`src/design/asca_pkg.sv`:
```
// Constants and types for the asynchronous serial adapter.
// Assumes one 50 MHz system clock and bus/serial pins sampled on it.
package asca_pkg;
   // Register select codes
   localparam logic [1:0] SEL_DATA   = 2'h0;
   localparam logic [1:0] SEL_STATUS = 2'h1;
   localparam logic [1:0] SEL_CMD    = 2'h2;
   localparam logic [1:0] SEL_CTRL   = 2'h3;

   // Reset values
   localparam logic [7:0] CMD_RST    = 8'h00;
   localparam logic [7:0] CTRL_RST   = 8'h00;

   // Command field positions
   localparam int CMD_DTR      = 0;
   localparam int CMD_RXI_DIS  = 1;
   localparam int CMD_TXC_LO   = 2;
   localparam int CMD_ECHO     = 4;
   localparam int CMD_PAR_EN   = 5;
   localparam int CMD_PAR_EVEN = 6;
   localparam logic [1:0] TXC_RTS_OFF = 2'h0;
   localparam logic [1:0] TXC_IRQ_ON  = 2'h1;

   // Control field positions
   localparam int CTRL_BAUD_LO = 0;
   localparam int CTRL_RXSRC   = 4;
   localparam int CTRL_WL_LO   = 5;
   localparam int CTRL_STOP    = 7;
   localparam logic [3:0] BAUD_EXT = 4'h0;

   // Status bit positions
   localparam int ST_PE   = 0;
   localparam int ST_FE   = 1;
   localparam int ST_OVR  = 2;
   localparam int ST_RDRF = 3;
   localparam int ST_TDRE = 4;
   localparam int ST_DCD  = 5;
   localparam int ST_DSR  = 6;
   localparam int ST_IRQ  = 7;

   // Reference and 16x oversampling
   localparam int         REF_HZ   = 1843200;
   localparam logic [4:0] OVS      = 5'h10;
   localparam logic [4:0] OVS_HALF = 5'h08;
   localparam logic [5:0] STOP_1   = 6'h10;
   localparam logic [5:0] STOP_15  = 6'h18;
   localparam logic [5:0] STOP_2   = 6'h20;

   // Divisors of the reference for each 16x rate, index = baud code
   typedef logic [11:0] asca_div_t;
   localparam asca_div_t BAUD_DIV [16] = '{
      12'h001, 12'h900, 12'h600, 12'h417, 12'h359, 12'h300, 12'h180, 12'h0c0,
      12'h060, 12'h040, 12'h030, 12'h020, 12'h018, 12'h010, 12'h00c, 12'h006};

   typedef enum logic [2:0] {
      ASCA_IDLE   = 3'b000,
      ASCA_START  = 3'b001,
      ASCA_DATA   = 3'b010,
      ASCA_PARITY = 3'b011,
      ASCA_STOP   = 3'b100
   } asca_state_t;

   // Character format decoded from control and command
   typedef struct packed {
      logic [3:0] nbits;
      logic       par_en;
      logic       par_even;
      logic [5:0] stop_ticks;
   } asca_fmt_t;
endpackage : asca_pkg

```
`src/design/asca_adapter.sv`:
```
// Asynchronous serial adapter: 8-bit processor bus slave, transmitter,
// receiver, baud generator and modem lines in one module.
// Assumes all inputs are synchronous to clk; the reference clock and the
// external receive clock are sampled and edge-detected, so both must stay
// well below half the system clock rate.
`timescale 1ns/1ps
module asca_adapter (
   // System
   input  wire logic       clk,
   input  wire logic       nrst,
   // Processor bus
   input  wire logic       hw_reset_n,
   input  wire logic       bus_phase_clk,
   input  wire logic       read_not_write,
   input  wire logic       select_active_high,
   input  wire logic       select_active_low,
   input  wire logic       reg_select_lsb,
   input  wire logic       reg_select_msb,
   input  wire logic [7:0] host_data_lines_i,
   output logic      [7:0] host_data_lines_o,
   output logic            host_data_lines_oe,
   output logic            irq_n_o,
   output logic            irq_n_oe,
   // Reference and receive clock
   input  wire logic       reference_clock_in,
   output logic            reference_osc_out,
   input  wire logic       receive_16x_clock_i,
   output logic            receive_16x_clock_o,
   output logic            receive_16x_clock_oe,
   // Serial and modem
   output logic            txd,
   input  wire logic       rxd,
   output logic            rts_n,
   input  wire logic       cts_n,
   output logic            dtr_n,
   input  wire logic       dsr_n,
   input  wire logic       dcd_n
);
   logic                    rst;
   logic                    phi_q, rxc_q, ref_q;
   logic                    phi_rise, phi_fall, sel, acc_rd, acc_wr;
   logic [1:0]              rs;
   logic [7:0]              cmd_q, ctrl_q, tdr_q, rdr_q, rd_q;
   logic [7:0]              status;
   logic                    pe_q, fe_q, ovr_q, rdrf_q, tdre_q, irq_q;
   logic                    dsr_q, dcd_q;
   logic [11:0]             bcnt_q;
   logic                    tick_tx, tick_rx, ref_edge;
   asca_pkg::asca_fmt_t     fmt;
   logic                    tx_irq_en, rx_irq_en, echo;
   // Transmitter
   asca_pkg::asca_state_t   tx_st_q;
   logic [5:0]              tx_tk_q;
   logic [3:0]              tx_bit_q;
   logic [7:0]              tx_sh_q;
   logic                    tx_par_q, tx_line_q, tx_load;
   // Receiver
   asca_pkg::asca_state_t   rx_st_q;
   logic [4:0]              rx_tk_q;
   logic [3:0]              rx_bit_q;
   logic [7:0]              rx_sh_q;
   logic                    rx_par_q, rx_done, rx_bad_stop, rx_bad_par;

   // Either reset pin initialises the block
   assign rst = !nrst || !hw_reset_n;

   // Bus: latch read data on the phase rise, commit on the phase fall
   assign rs       = {reg_select_msb, reg_select_lsb};
   assign sel      = select_active_high && !select_active_low;
   assign phi_rise = bus_phase_clk && !phi_q;
   assign phi_fall = !bus_phase_clk && phi_q;
   assign acc_rd   = phi_fall && sel && read_not_write;
   assign acc_wr   = phi_fall && sel && !read_not_write;

   always_ff @(posedge clk) begin
      if (rst) begin
         phi_q <= 1'b0;
         rxc_q <= 1'b0;
         ref_q <= 1'b0;
      end else begin
         phi_q <= bus_phase_clk;
         rxc_q <= receive_16x_clock_i;
         ref_q <= reference_clock_in;
      end
   end

   assign status = {irq_q, dsr_q, dcd_q, tdre_q, rdrf_q, ovr_q, fe_q, pe_q};

   always_ff @(posedge clk) begin
      if (rst) begin
         rd_q <= 8'h00;
      end else if (phi_rise && sel && read_not_write) begin
         unique case (rs)
            asca_pkg::SEL_DATA:   rd_q <= rdr_q;
            asca_pkg::SEL_STATUS: rd_q <= status;
            asca_pkg::SEL_CMD:    rd_q <= cmd_q;
            asca_pkg::SEL_CTRL:   rd_q <= ctrl_q;
         endcase
      end
   end

   // Driven only while a selected read is in its phase-high period
   assign host_data_lines_o  = rd_q;
   assign host_data_lines_oe = bus_phase_clk && phi_q && sel && read_not_write;

   // Command and control registers
   always_ff @(posedge clk) begin
      if (rst) begin
         cmd_q  <= asca_pkg::CMD_RST;
         ctrl_q <= asca_pkg::CTRL_RST;
      end else if (acc_wr) begin
         unique case (rs)
            asca_pkg::SEL_STATUS: cmd_q[4:0] <= 5'h00;
            asca_pkg::SEL_CMD:    cmd_q      <= host_data_lines_i;
            asca_pkg::SEL_CTRL:   ctrl_q     <= host_data_lines_i;
            default: ;
         endcase
      end
   end

   always_ff @(posedge clk) begin
      if (rst) begin
         tdr_q <= 8'h00;
      end else if (acc_wr && rs == asca_pkg::SEL_DATA) begin
         tdr_q <= host_data_lines_i;
      end
   end

   // Format decode
   always_comb begin
      fmt.nbits    = 4'h8 - {2'b00, ctrl_q[asca_pkg::CTRL_WL_LO +: 2]};
      fmt.par_en   = cmd_q[asca_pkg::CMD_PAR_EN];
      fmt.par_even = cmd_q[asca_pkg::CMD_PAR_EVEN];
      if (!ctrl_q[asca_pkg::CTRL_STOP]) begin
         fmt.stop_ticks = asca_pkg::STOP_1;
      end else if (fmt.nbits == 4'h5 && !fmt.par_en) begin
         fmt.stop_ticks = asca_pkg::STOP_15;
      end else if (fmt.nbits == 4'h8 && fmt.par_en) begin
         fmt.stop_ticks = asca_pkg::STOP_1;
      end else begin
         fmt.stop_ticks = asca_pkg::STOP_2;
      end
   end

   assign echo      = cmd_q[asca_pkg::CMD_ECHO] &&
                      cmd_q[asca_pkg::CMD_TXC_LO +: 2] == asca_pkg::TXC_RTS_OFF;
   assign tx_irq_en = cmd_q[asca_pkg::CMD_TXC_LO +: 2] == asca_pkg::TXC_IRQ_ON;
   assign rx_irq_en = !cmd_q[asca_pkg::CMD_RXI_DIS];

   // Baud generator: reference edges divided to a 16x tick
   assign ref_edge = reference_clock_in && !ref_q;
   always_ff @(posedge clk) begin
      if (rst) begin
         bcnt_q <= 12'h000;
      end else if (ref_edge) begin
         if (bcnt_q >= asca_pkg::BAUD_DIV[ctrl_q[asca_pkg::CTRL_BAUD_LO +: 4]] - 12'h001) begin
            bcnt_q <= 12'h000;
         end else begin
            bcnt_q <= bcnt_q + 12'h001;
         end
      end
   end

   // External mode uses every reference edge as the 16x clock
   assign tick_tx = ref_edge && bcnt_q == 12'h000;
   assign tick_rx = ctrl_q[asca_pkg::CTRL_RXSRC] ? tick_tx
                                                 : (receive_16x_clock_i && !rxc_q);
   assign receive_16x_clock_oe = ctrl_q[asca_pkg::CTRL_RXSRC];
   assign receive_16x_clock_o  = bcnt_q <
      {1'b0, asca_pkg::BAUD_DIV[ctrl_q[asca_pkg::CTRL_BAUD_LO +: 4]][11:1]};
   assign reference_osc_out    = !ref_q;

   // Transmitter
   assign tx_load = tx_st_q == asca_pkg::ASCA_IDLE && !tdre_q && !cts_n &&
                    cmd_q[asca_pkg::CMD_DTR];
   always_ff @(posedge clk) begin
      if (rst) begin
         tx_st_q   <= asca_pkg::ASCA_IDLE;
         tx_tk_q   <= 6'h00;
         tx_bit_q  <= 4'h0;
         tx_sh_q   <= 8'h00;
         tx_par_q  <= 1'b0;
         tx_line_q <= 1'b1;
      end else if (tx_load) begin
         tx_st_q   <= asca_pkg::ASCA_START;
         tx_tk_q   <= 6'h00;
         tx_sh_q   <= tdr_q;
         tx_par_q  <= !fmt.par_even;
         tx_line_q <= 1'b0;
      end else if (tick_tx && tx_st_q != asca_pkg::ASCA_IDLE) begin
         tx_tk_q <= tx_tk_q + 6'h01;
         unique case (tx_st_q)
            asca_pkg::ASCA_START: if (tx_tk_q == 6'h0f) begin
               tx_st_q   <= asca_pkg::ASCA_DATA;
               tx_tk_q   <= 6'h00;
               tx_bit_q  <= 4'h1;
               tx_line_q <= tx_sh_q[0];
               tx_par_q  <= tx_par_q ^ tx_sh_q[0];
               tx_sh_q   <= {1'b0, tx_sh_q[7:1]};
            end
            asca_pkg::ASCA_DATA: if (tx_tk_q == 6'h0f) begin
               tx_tk_q <= 6'h00;
               if (tx_bit_q == fmt.nbits) begin
                  tx_st_q   <= fmt.par_en ? asca_pkg::ASCA_PARITY : asca_pkg::ASCA_STOP;
                  tx_line_q <= fmt.par_en ? tx_par_q : 1'b1;
               end else begin
                  tx_bit_q  <= tx_bit_q + 4'h1;
                  tx_line_q <= tx_sh_q[0];
                  tx_par_q  <= tx_par_q ^ tx_sh_q[0];
                  tx_sh_q   <= {1'b0, tx_sh_q[7:1]};
               end
            end
            asca_pkg::ASCA_PARITY: if (tx_tk_q == 6'h0f) begin
               tx_st_q   <= asca_pkg::ASCA_STOP;
               tx_tk_q   <= 6'h00;
               tx_line_q <= 1'b1;
            end
            asca_pkg::ASCA_STOP: if (tx_tk_q == fmt.stop_ticks - 6'h01) begin
               tx_st_q <= asca_pkg::ASCA_IDLE;
            end
            default: tx_st_q <= asca_pkg::ASCA_IDLE;
         endcase
      end
   end

   // Echo mode loops the receive line straight back out
   assign txd = echo ? rxd : tx_line_q;

   // Receiver
   assign rx_done     = tick_rx && rx_st_q == asca_pkg::ASCA_STOP && rx_tk_q == asca_pkg::OVS - 5'h01;
   assign rx_bad_stop = !rxd;
   // Running sum of data and parity: odd is an error under even, even under odd
   assign rx_bad_par  = fmt.par_en && (rx_par_q == fmt.par_even);
   always_ff @(posedge clk) begin
      if (rst) begin
         rx_st_q  <= asca_pkg::ASCA_IDLE;
         rx_tk_q  <= 5'h00;
         rx_bit_q <= 4'h0;
         rx_sh_q  <= 8'h00;
         rx_par_q <= 1'b0;
      end else if (tick_rx) begin
         rx_tk_q <= rx_tk_q + 5'h01;
         unique case (rx_st_q)
            asca_pkg::ASCA_IDLE: begin
               rx_tk_q <= 5'h00;
               if (!rxd && cmd_q[asca_pkg::CMD_DTR]) begin
                  rx_st_q <= asca_pkg::ASCA_START;
               end
            end
            asca_pkg::ASCA_START: if (rx_tk_q == asca_pkg::OVS_HALF - 5'h02) begin
               // Half a bit in: a high line means a glitch, not a start
               rx_st_q  <= rxd ? asca_pkg::ASCA_IDLE : asca_pkg::ASCA_DATA;
               rx_tk_q  <= 5'h00;
               rx_bit_q <= 4'h0;
               rx_par_q <= 1'b0;
               rx_sh_q  <= 8'h00;
            end
            asca_pkg::ASCA_DATA: if (rx_tk_q == asca_pkg::OVS - 5'h01) begin
               rx_tk_q  <= 5'h00;
               rx_sh_q  <= {rxd, rx_sh_q[7:1]};
               rx_par_q <= rx_par_q ^ rxd;
               rx_bit_q <= rx_bit_q + 4'h1;
               if (rx_bit_q == fmt.nbits - 4'h1) begin
                  rx_st_q <= fmt.par_en ? asca_pkg::ASCA_PARITY : asca_pkg::ASCA_STOP;
               end
            end
            asca_pkg::ASCA_PARITY: if (rx_tk_q == asca_pkg::OVS - 5'h01) begin
               rx_tk_q  <= 5'h00;
               rx_par_q <= rx_par_q ^ rxd;
               rx_st_q  <= asca_pkg::ASCA_STOP;
            end
            asca_pkg::ASCA_STOP: if (rx_done) begin
               rx_st_q <= asca_pkg::ASCA_IDLE;
            end
            default: rx_st_q <= asca_pkg::ASCA_IDLE;
         endcase
      end
   end

   // Receive data is right justified; an overrun keeps the unread byte
   always_ff @(posedge clk) begin
      if (rst) begin
         rdr_q <= 8'h00;
      end else if (rx_done && !rdrf_q) begin
         rdr_q <= rx_sh_q >> (4'h8 - fmt.nbits);
      end
   end

   // Status flags; a hardware set wins over a same-cycle clear, except empty, where a data write wins over the load
   always_ff @(posedge clk) begin
      if (rst) begin
         pe_q   <= 1'b0;
         fe_q   <= 1'b0;
         ovr_q  <= 1'b0;
         rdrf_q <= 1'b0;
         tdre_q <= 1'b1;
      end else begin
         if (rx_done) begin
            pe_q  <= rx_bad_par;
            fe_q  <= rx_bad_stop;
         end
         if (rx_done && rdrf_q) begin
            ovr_q <= 1'b1;
         end else if (acc_wr && rs == asca_pkg::SEL_STATUS) begin
            ovr_q <= 1'b0;
         end
         if (rx_done && !rdrf_q) begin
            rdrf_q <= 1'b1;
         end else if (acc_rd && rs == asca_pkg::SEL_DATA) begin
            rdrf_q <= 1'b0;
         end
         // A write in the load cycle brings fresh data, so empty stays low
         if (acc_wr && rs == asca_pkg::SEL_DATA) begin
            tdre_q <= 1'b0;
         end else if (tx_load) begin
            tdre_q <= 1'b1;
         end
      end
   end

   // Modem inputs follow the pins, also through reset
   always_ff @(posedge clk) begin
      dsr_q <= dsr_n;
      dcd_q <= dcd_n;
   end

   // Interrupt: with DTR on, set by an enabled receive into an empty buffer, enabled tx load or modem change; cleared by a status read
   always_ff @(posedge clk) begin
      if (rst) begin
         irq_q <= 1'b0;
      end else if (cmd_q[asca_pkg::CMD_DTR] &&
                   ((rx_done && !rdrf_q && rx_irq_en) ||
                    (tx_load && tx_irq_en) ||
                    (dsr_q != dsr_n) || (dcd_q != dcd_n))) begin
         irq_q <= 1'b1;
      end else if (acc_rd && rs == asca_pkg::SEL_STATUS) begin
         irq_q <= 1'b0;
      end
   end

   assign irq_n_o  = 1'b0;
   assign irq_n_oe = irq_q;

   // Modem outputs
   assign rts_n = cmd_q[asca_pkg::CMD_TXC_LO +: 2] == asca_pkg::TXC_RTS_OFF;
   assign dtr_n = !cmd_q[asca_pkg::CMD_DTR];
endmodule : asca_adapter

```
`config.mk`:
```
export PLATFORM = sky130hd
export DESIGN_NAME = asca_adapter
export DESIGN_NICKNAME = d
export VERILOG_FILES = /design/src/design/asca_pkg.sv /design/src/design/asca_adapter.sv
export SDC_FILE = /design/constraint.sdc
export NUM_CORES = 1
export LEC_CHECK = 0
export ABC_AREA = 1
export BUFFER_PORTS_ARGS = -buffer_cell sky130_fd_sc_hd__buf_4
export CORE_MARGIN = 1
export CORE_UTILIZATION = 60
export DETAILED_ROUTE_END_ITERATION = 8
export PLACE_DENSITY = 0.79
export SETUP_SLACK_MARGIN = 0.05
export SYNTH_ARGS = -nofsm -noshare
export SYNTH_HDL_FRONTEND = slang
export SYNTH_SLANG_ARGS = --single-unit
```
`constraint.sdc`:
```
create_clock -name clk -period 7 [get_ports clk]
set_input_delay 1.05 -clock clk [delete_from_list [all_inputs] [get_ports clk]]
set_output_delay 1.05 -clock clk [all_outputs]
set_load 0.05 [all_outputs]
```
==> qor.csv, run 1 <==
metric,value,unit
pin slew with the least headroom to its limit,1.11,ns
final design utilization,68.2,%
synth unique cells,43,
IO Count,40,
register share of total power,56.2,%
total power divided by cell area,152,mW/mm^2
global route overflow,0,
Worst Skew,0.0107,ns
last weighted congestion value of the routability-driven placer,0.874,
CTS buffer count,9,
CP max stage delay,0.47,ns
final layout net count,1073,
fraction of power spent switching nets,25.9,%
Post-DRT Antenna Nets,0,
capturing element type of the critical path,output pin,
clock insertion delay at the later pin of the skew report,0.39,ns
fraction of layout instances using a drive strength above 1,12.9,%
setup repair bufs after CTS,0,
"Non-Filler Cell Area, Final",0.00716,sq mm
filler cell count,941,
total nets after synthesis,1045,
cell-internal power,0.809,mW
number of standard cells after synthesis,978,
clock tree from TritonCTS,done,
critical path's slowest cell,sky130_fd_sc_hd__dfxtp_1,
global-route track usage on met2,49.3,%
CP startpoint kind,register,
maximum VDD drop,0.000121,V
"EDFF count, synth",0,
residual DRC count,0,
area fraction of the dominant cell type after synthesis,32.5,%
HPWL after detailed placement,11.8,mm
count of buffers from port buffering,38,
share of the clock period used by the worst path,51.7,%
total routing resource utilization after global routing,28.0,%
worst path required time,5.95,ns
"Power, Total",1.09,mW
share of cell area taken by muxes after synthesis,0.152,%
number of global-route vias before repair,5553,
core footprint,0.0105,sq mm
routed length per placed instance,13.5,um
peak clock frequency supported by timing,276,MHz
most common library cell in the layout ignoring fill and taps,sky130_fd_sc_hd__nand2_1,
H-tree lvl count,3,
DIE WIDTH,107,um
cells taking the most area after synthesis,"sky130_fd_sc_hd__dfxtp_1 (33%), sky130_fd_sc_hd__nand2_1 (13%), sky130_fd_sc_hd__ha_1 (8.4%), sky130_fd_sc_hd__inv_1 (6.3%), sky130_fd_sc_hd__a21oi_1 (6.2%)",
placement-stage cell area,0.00694,sq mm
warning count from the yosys run,0,
Post-Syn Area per Cell,6.74,sq um
fraction of power consumed by the clock network,37.8,%
cell type with the largest total area after synthesis,sky130_fd_sc_hd__dfxtp_1,
"Gates resized, CTS repair",0,
CP Data Arrival Time,2.57,ns
xor/xnor share of the synthesized area,3.19,%
max_cap viols,0,
number of standard-cell rows in the floorplan,37,
routing layer with the top usage in global route,met2,
fraction of registers with async set or reset after synthesis,0,%
area fraction in compound gates after synthesis,16.1,%
dominant combinational cell family by area after synthesis,simple AND/OR/NAND/NOR gates,
Hold Buf Count CTS,0,
Seq cells post-synth,107,
post-synthesis simple-gate area fraction,30.5,%
CTS Root Cell,sky130_fd_sc_hd__clkbuf_8,
Setup Crit Path Kind,reg2out,
Max Root-Sink Buffers,2,
Final min period,3.62,ns
iteration count of the initial detailed-routing pass,5,
worst hold path class,reg2reg,
TNS Setup,0,ns
adder-cell share of the synthesized area,8.35,%
global routing met1 resource utilization,34.2,%
summed instance area of the synthesized netlist,0.00659,sq mm
final setup violating endpoints,0,
count of endpoints failing hold in the final timing report,0,
cell breakdown of the critical path,"inv_1, ha_1, o21ai_0, o21ai_2, inv_2, ha_1, o21ai_0, a21oi_1, o21ai_0, inv_1, nor2_1, buf_4",
max-slew violation total from the final report,0,
total length of routed wires,15.4,mm
met3 layer usage reported by global route,5.71,%
vias per std cell,5.36,
initial antenna violation count,0,
combinational fraction of design power,6.0,%
relative slew slack,25.2,%
via count,6144,
effective utilization at floorplan,62.7,%
clk sink count,107,
iteration-0 DRC count of the detailed router,396,
leakage power summed over all cells,3.00,nW
antenna diode count,0,
Most Frequent Cell on Critical Path,sky130_fd_sc_hd__o21ai_0,
"commonest non-fill, non-tap cells in the layout","sky130_fd_sc_hd__nand2_1 (236), sky130_fd_sc_hd__inv_1 (110), sky130_fd_sc_hd__dfxtp_1 (107)",
Vert. Die Dim,107,um
largest net degree at the start of global routing,42,
area growth from synthesis to layout,8.71,%
unrepaired setup endpoints after global routing,no,
sequential fraction of the synthesis area,32.5,%
global-route wire length before repair,25.5,mm
clock slew at reported path FFs,0.11,ns
total die area,0.0114,sq mm
power dissipated by switching net loads,0.283,mW
maximum fanout encountered on the critical timing path,7,
Synth Flop Type,sky130_fd_sc_hd__dfxtp_1,
status,"finished, final reports clean",
synthesized netlist by cell type, types with 4 or more instances:
cell type / n
sky130_fd_sc_hd__nand2_1: 236
sky130_fd_sc_hd__inv_1: 110
sky130_fd_sc_hd__dfxtp_1: 107
sky130_fd_sc_hd__nor2_1: 98
sky130_fd_sc_hd__a21oi_1: 81
sky130_fd_sc_hd__o21ai_0: 70
sky130_fd_sc_hd__ha_1: 44
sky130_fd_sc_hd__nand3_1: 42
sky130_fd_sc_hd__inv_2: 19
sky130_fd_sc_hd__xor2_1: 18
sky130_fd_sc_hd__nor3_1: 17
sky130_fd_sc_hd__o21ai_1: 13
sky130_fd_sc_hd__nor2_2: 12
sky130_fd_sc_hd__a31oi_1: 11
sky130_fd_sc_hd__clkbuf_1: 11
sky130_fd_sc_hd__nand2_2: 10
sky130_fd_sc_hd__nand4_1: 9
sky130_fd_sc_hd__nand3_2: 8
sky130_fd_sc_hd__a31o_2: 6
sky130_fd_sc_hd__xnor2_1: 6
sky130_fd_sc_hd__buf_2: 5
sky130_fd_sc_hd__buf_4: 5
sky130_fd_sc_hd__nor2_4: 5
sky130_fd_sc_hd__nor3_2: 4
sequential cells by signal (all words and copies together), names as in the netlist, 4 cells and up:
name,flops
rdr_q,8
rx_sh_q,8
ctrl_q,8
rx_bit_q,4
bcnt_q,12
tx_sh_q,8
tx_tk_q,6
tx_bit_q,4
cmd_q,8
rx_tk_q,5
tdr_q,8
host_data_lines_o,8
cells by family after synthesis:
group	after synthesis
AND/OR/NAND/NOR	453
AO/OA/AOI/OAI	196
buffers and inverters	152
flip-flops	107
adder cells (fa/ha/maj)	44
XOR/XNOR	24
other	1
multiplexers	1
final cells by class:
cell class	count	area (sq um)	share of cell area, %
inverters	129	484	6.76
clock inverters	7	98.8	1.38
flip-flops and latches	107	2140	29.9
well taps	136	170	2.38
repair buffers	40	300	4.19
clock buffers	9	124	1.73
multi-input cells	719	3840	53.7
power by group through the flow:
| stage | registers (mW) | logic [mW] | clock network [mW] |
|---|---|---|---|
| 2_1_floorplan | 0.629 | 0.0399 | 0 |
| 3_3_place_gp | 0.627 | 0.0650 | 0 |
| 3_5_place_dp | 0.628 | 0.0653 | 0 |
| 4_1_cts | 0.614 | 0.0655 | 0.421 |
| 5_1_grt | 0.614 | 0.0725 | 0.444 |
| 6_report | 0.614 | 0.0658 | 0.412 |
metal layers:
layer  share of wire (%)  up-vias  wire length [um]
met3                 4.6       17               712
met4                 1.4        0               215
met2                  49      122              7560
li1                    -     3231                 -
met5                   0        -                 0
met1                  45     2774              6960
worst max-delay path, delay by kind of cell (launching register included):
kind | cells | cell delay [ns]
flops | 1 | 0.47
compound gates | 5 | 0.70
buf+inv | 4 | 0.46
fa+ha+maj | 2 | 0.45
simple gates | 1 | 0.10
per-stage QoR:
step	hold WS, ns	setup slack [ns]	cells
finish	0.454	3.38	1147
global route	0.472	3.10	1147
CTS	0.455	3.37	1147
detailed placement	0.439	3.72	1131
global placement	0.434	3.83	1131
floorplan	0.425	3.30	978
path summary, 6_finish.rpt:
check,slack (ns),startpoint,end,cells past startpoint
hold reg to reg,0.45,tdr_q[4],tdr_q[4],2
setup / recovery,3.38,ctrl_q[0],receive_16x_clock_o,12
hold / removal,0.45,tdr_q[4],tdr_q[4],2
setup reg to reg,3.67,ctrl_q[1],bcnt_q[11],23
Note: power is estimated with default switching activity, not from simulation.
==> inputs of run 2 (changes only) <==
- ABC_AREA: 1 -> 0
- clock period: 7 -> 3.4 ns (I/O delays scaled with it)
==> run 2 against run 1 <==
Compared with the run above:
- first-iteration DRC count up 2.3%
- combinational power up 93%
- clock-buffer cell count up 2
- cell count down 22%
- register-to-register slack worse by 3.5 ns
- die area down 6.7%
- critical endpoint unchanged
- largest power group unchanged
==> qor.csv, run 2 <==
metric,value,unit
Vert. Die Dim,103,um
"Non-Filler Cell Area, Final",0.00677,sq mm
total routing resource utilization after global routing,29.1,%
CTS Root Cell,sky130_fd_sc_hd__clkbuf_8,
count of endpoints failing hold in the final timing report,0,
summed instance area of the synthesized netlist,0.00614,sq mm
dominant delay contributor by cell family on the critical path,compound AO/OA/AOI/OAI gates,
"EDFF count, synth",0,
IO Count,40,
fraction of registers with async set or reset after synthesis,0,%
most common library cell in the layout ignoring fill and taps,sky130_fd_sc_hd__dfxtp_1,
worst path required time,2.89,ns
synth unique cells,65,
status,"finished, final reports clean",
global-route wire length before repair,23.9,mm
Post-Syn Area per Cell,8.38,sq um
total length of routed wires,14.7,mm
clock tree from TritonCTS,done,
pin slew with the least headroom to its limit,0.933,ns
Worst Skew,0.0133,ns
clock insertion delay at the later pin of the skew report,0.39,ns
area fraction of the dominant cell type after synthesis,34.9,%
iteration-0 DRC count of the detailed router,405,
count of cells along the worst register-to-register path,13,
unrepaired setup endpoints after global routing,yes,
antenna diode count,0,
total nets after synthesis,800,
iteration count of the initial detailed-routing pass,6,
leakage power summed over all cells,2.44,nW
max_cap viols,0,
final layout net count,825,
TNS Setup,0,ns
Setup Crit Path Kind,reg2out,
Final min period,3.24,ns
number of logic stages on the critical path including buffering,10,
register with the most flip-flops,bcnt_q,
CP max stage delay,0.48,ns
FF-to-FF setup slack,0.21,ns
final setup violating endpoints,0,
max-slew violation total from the final report,0,
leading cell type by number of instances after synthesis,sky130_fd_sc_hd__dfxtp_1,
multi-input combinational cell area,0.00377,sq mm
number of cells traversed by the worst hold path,1,
maximum VDD drop,0.000425,V
maximum fanout encountered on the critical timing path,5,
number of standard cells after synthesis,733,
cell breakdown of the critical path,"inv_1, ha_1, mux4_2, inv_2, ha_1, o21ai_0, o21bai_1, a311oi_1, a221o_1, buf_6",
cell type with the largest total area after synthesis,sky130_fd_sc_hd__dfxtp_1,
last weighted congestion value of the routability-driven placer,0.858,
effective utilization at floorplan,62.3,%
capturing element type of the critical path,output pin,
Post-DRT Antenna Nets,0,
peak clock frequency supported by timing,309,MHz
relative slew slack,37.6,%
global route overflow,0,
most common library cells after synthesis,"sky130_fd_sc_hd__dfxtp_1 (107), sky130_fd_sc_hd__nand2_1 (94), sky130_fd_sc_hd__a21oi_1 (75)",
H-tree lvl count,3,
number of standard-cell rows in the floorplan,36,
clock slew at reported path FFs,0.10,ns
initial antenna violation count,0,
"commonest non-fill, non-tap cells in the layout","sky130_fd_sc_hd__dfxtp_1 (103), sky130_fd_sc_hd__nand2_1 (93), sky130_fd_sc_hd__a21oi_1 (74)",
vias per std cell,6.11,
largest net degree at the start of global routing,36,
CP startpoint kind,register,
worst hold path class,in2reg,
number of global-route vias before repair,5201,
HPWL after detailed placement,10.7,mm
share of the clock period used by the worst path,95.2,%
Most Frequent Cell on Critical Path,sky130_fd_sc_hd__ha_1,
Worst Hold Slack,0.245,ns
Synth Flop Type,sky130_fd_sc_hd__dfxtp_1,
CP Data Arrival Time,2.73,ns
filler cell count,827,
critical path's slowest cell,sky130_fd_sc_hd__mux4_2,
via count,5465,
CTS buffer count,9,
fraction of layout instances using a drive strength above 1,13.3,%
cells taking the most area after synthesis,"sky130_fd_sc_hd__dfxtp_1 (35%), sky130_fd_sc_hd__ha_1 (9.0%), sky130_fd_sc_hd__a21oi_1 (6.1%), sky130_fd_sc_hd__nand2_1 (5.7%), sky130_fd_sc_hd__nand3_1 (3.9%)",
Max Root-Sink Buffers,2,
area growth from synthesis to layout,10.1,%
total die area,0.0106,sq mm
"flip-flop count of the largest register, all copies and words added",12,
routed length per placed instance,16.4,um
Hold Buf Count CTS,0,
warning count from the yosys run,0,
sequential fraction of the synthesis area,34.9,%
count of buffers from port buffering,38,
Storage cell area,0.00215,sq mm
core footprint,0.00986,sq mm
placement-stage cell area,0.00650,sq mm
total power divided by cell area,318,mW/mm^2
Buf/Inv on CP,3,
Seq cells post-synth,107,
residual DRC count,0,
clk sink count,107,
DIE WIDTH,103,um
## run 2: final cells by class
cell class	instances	area share, %
Timing Repair Buffer	53	5.94
Tap cell	133	2.46
Sequential cell	107	31.8
Multi-Input combinational cell	562	55.7
Clock buffer	11	1.94
Inverter	25	1.39
Clock inverter	4	0.758
## run 2: final timing paths
path | startpoint | end
hold reg to reg | tdr_q[0] | tdr_q[0]
setup reg to reg | ctrl_q[0] | bcnt_q[4]
hold / removal | dcd_n | dcd_q
setup / recovery | ctrl_q[0] | receive_16x_clock_o
## run 2: logic make-up (layout without fill, tap and decap cells)
logic type	count (synthesis)	count (layout)	synth area share, %
AOI/OAI and AO/OA	173	173	17.6
xor gates and xnor gates	41	41	5.85
adders and majority gates	45	45	9.12
buffers and inverters	64	93	4.36
DFF	107	107	34.9
muxes	30	30	6.15
other	1	1	0.0610
and+or+nand+nor	272	272	22.0
## run 2: power by group
group	internal (mW)	leakage [nW]	switching (mW)
sequential	1.25	0.866	0.00394
combinational	0.0436	1.49	0.0830
clock	0.339	0.0898	0.427
total	1.64	2.44	0.514
## run 2: what timing repair did
| item | in CTS | in global routing |
|---|---|---|
| buffers inserted | 0 | 5 |
| endpoints found under the setup margin | 13 | 13 |
| pin swaps | 1 | 6 |
| resized for setup | 7 | 11 |
## run 2: routing by layer
layer / global-route usage [%] / part of all wire [%] / up-vias
met2: 48.9 / 48 / 195
met4: 13.4 / 2.8 / 0
li1: - / - / 2672
met1: 35.2 / 43 / 2554
met3: 7.19 / 6.0 / 44
met5: 0 / 0 / -
## run 2: per-stage QoR
| step | instances | setup WS, ns | util (%) | total power, mW |
|---|---|---|---|---|
| after detailed placement | 875 | -0.362 | 65.9 | 1.41 |
| after CTS | 890 | 0.0502 | 67.9 | 2.17 |
| after global placement | 875 | -0.0812 | 65.9 | 1.41 |
| after floorplan | 733 | 0.207 | - | 1.36 |
| final | 895 | 0.163 | 68.6 | 2.15 |
| after global routing | 895 | 0.0203 | 68.6 | 2.22 |
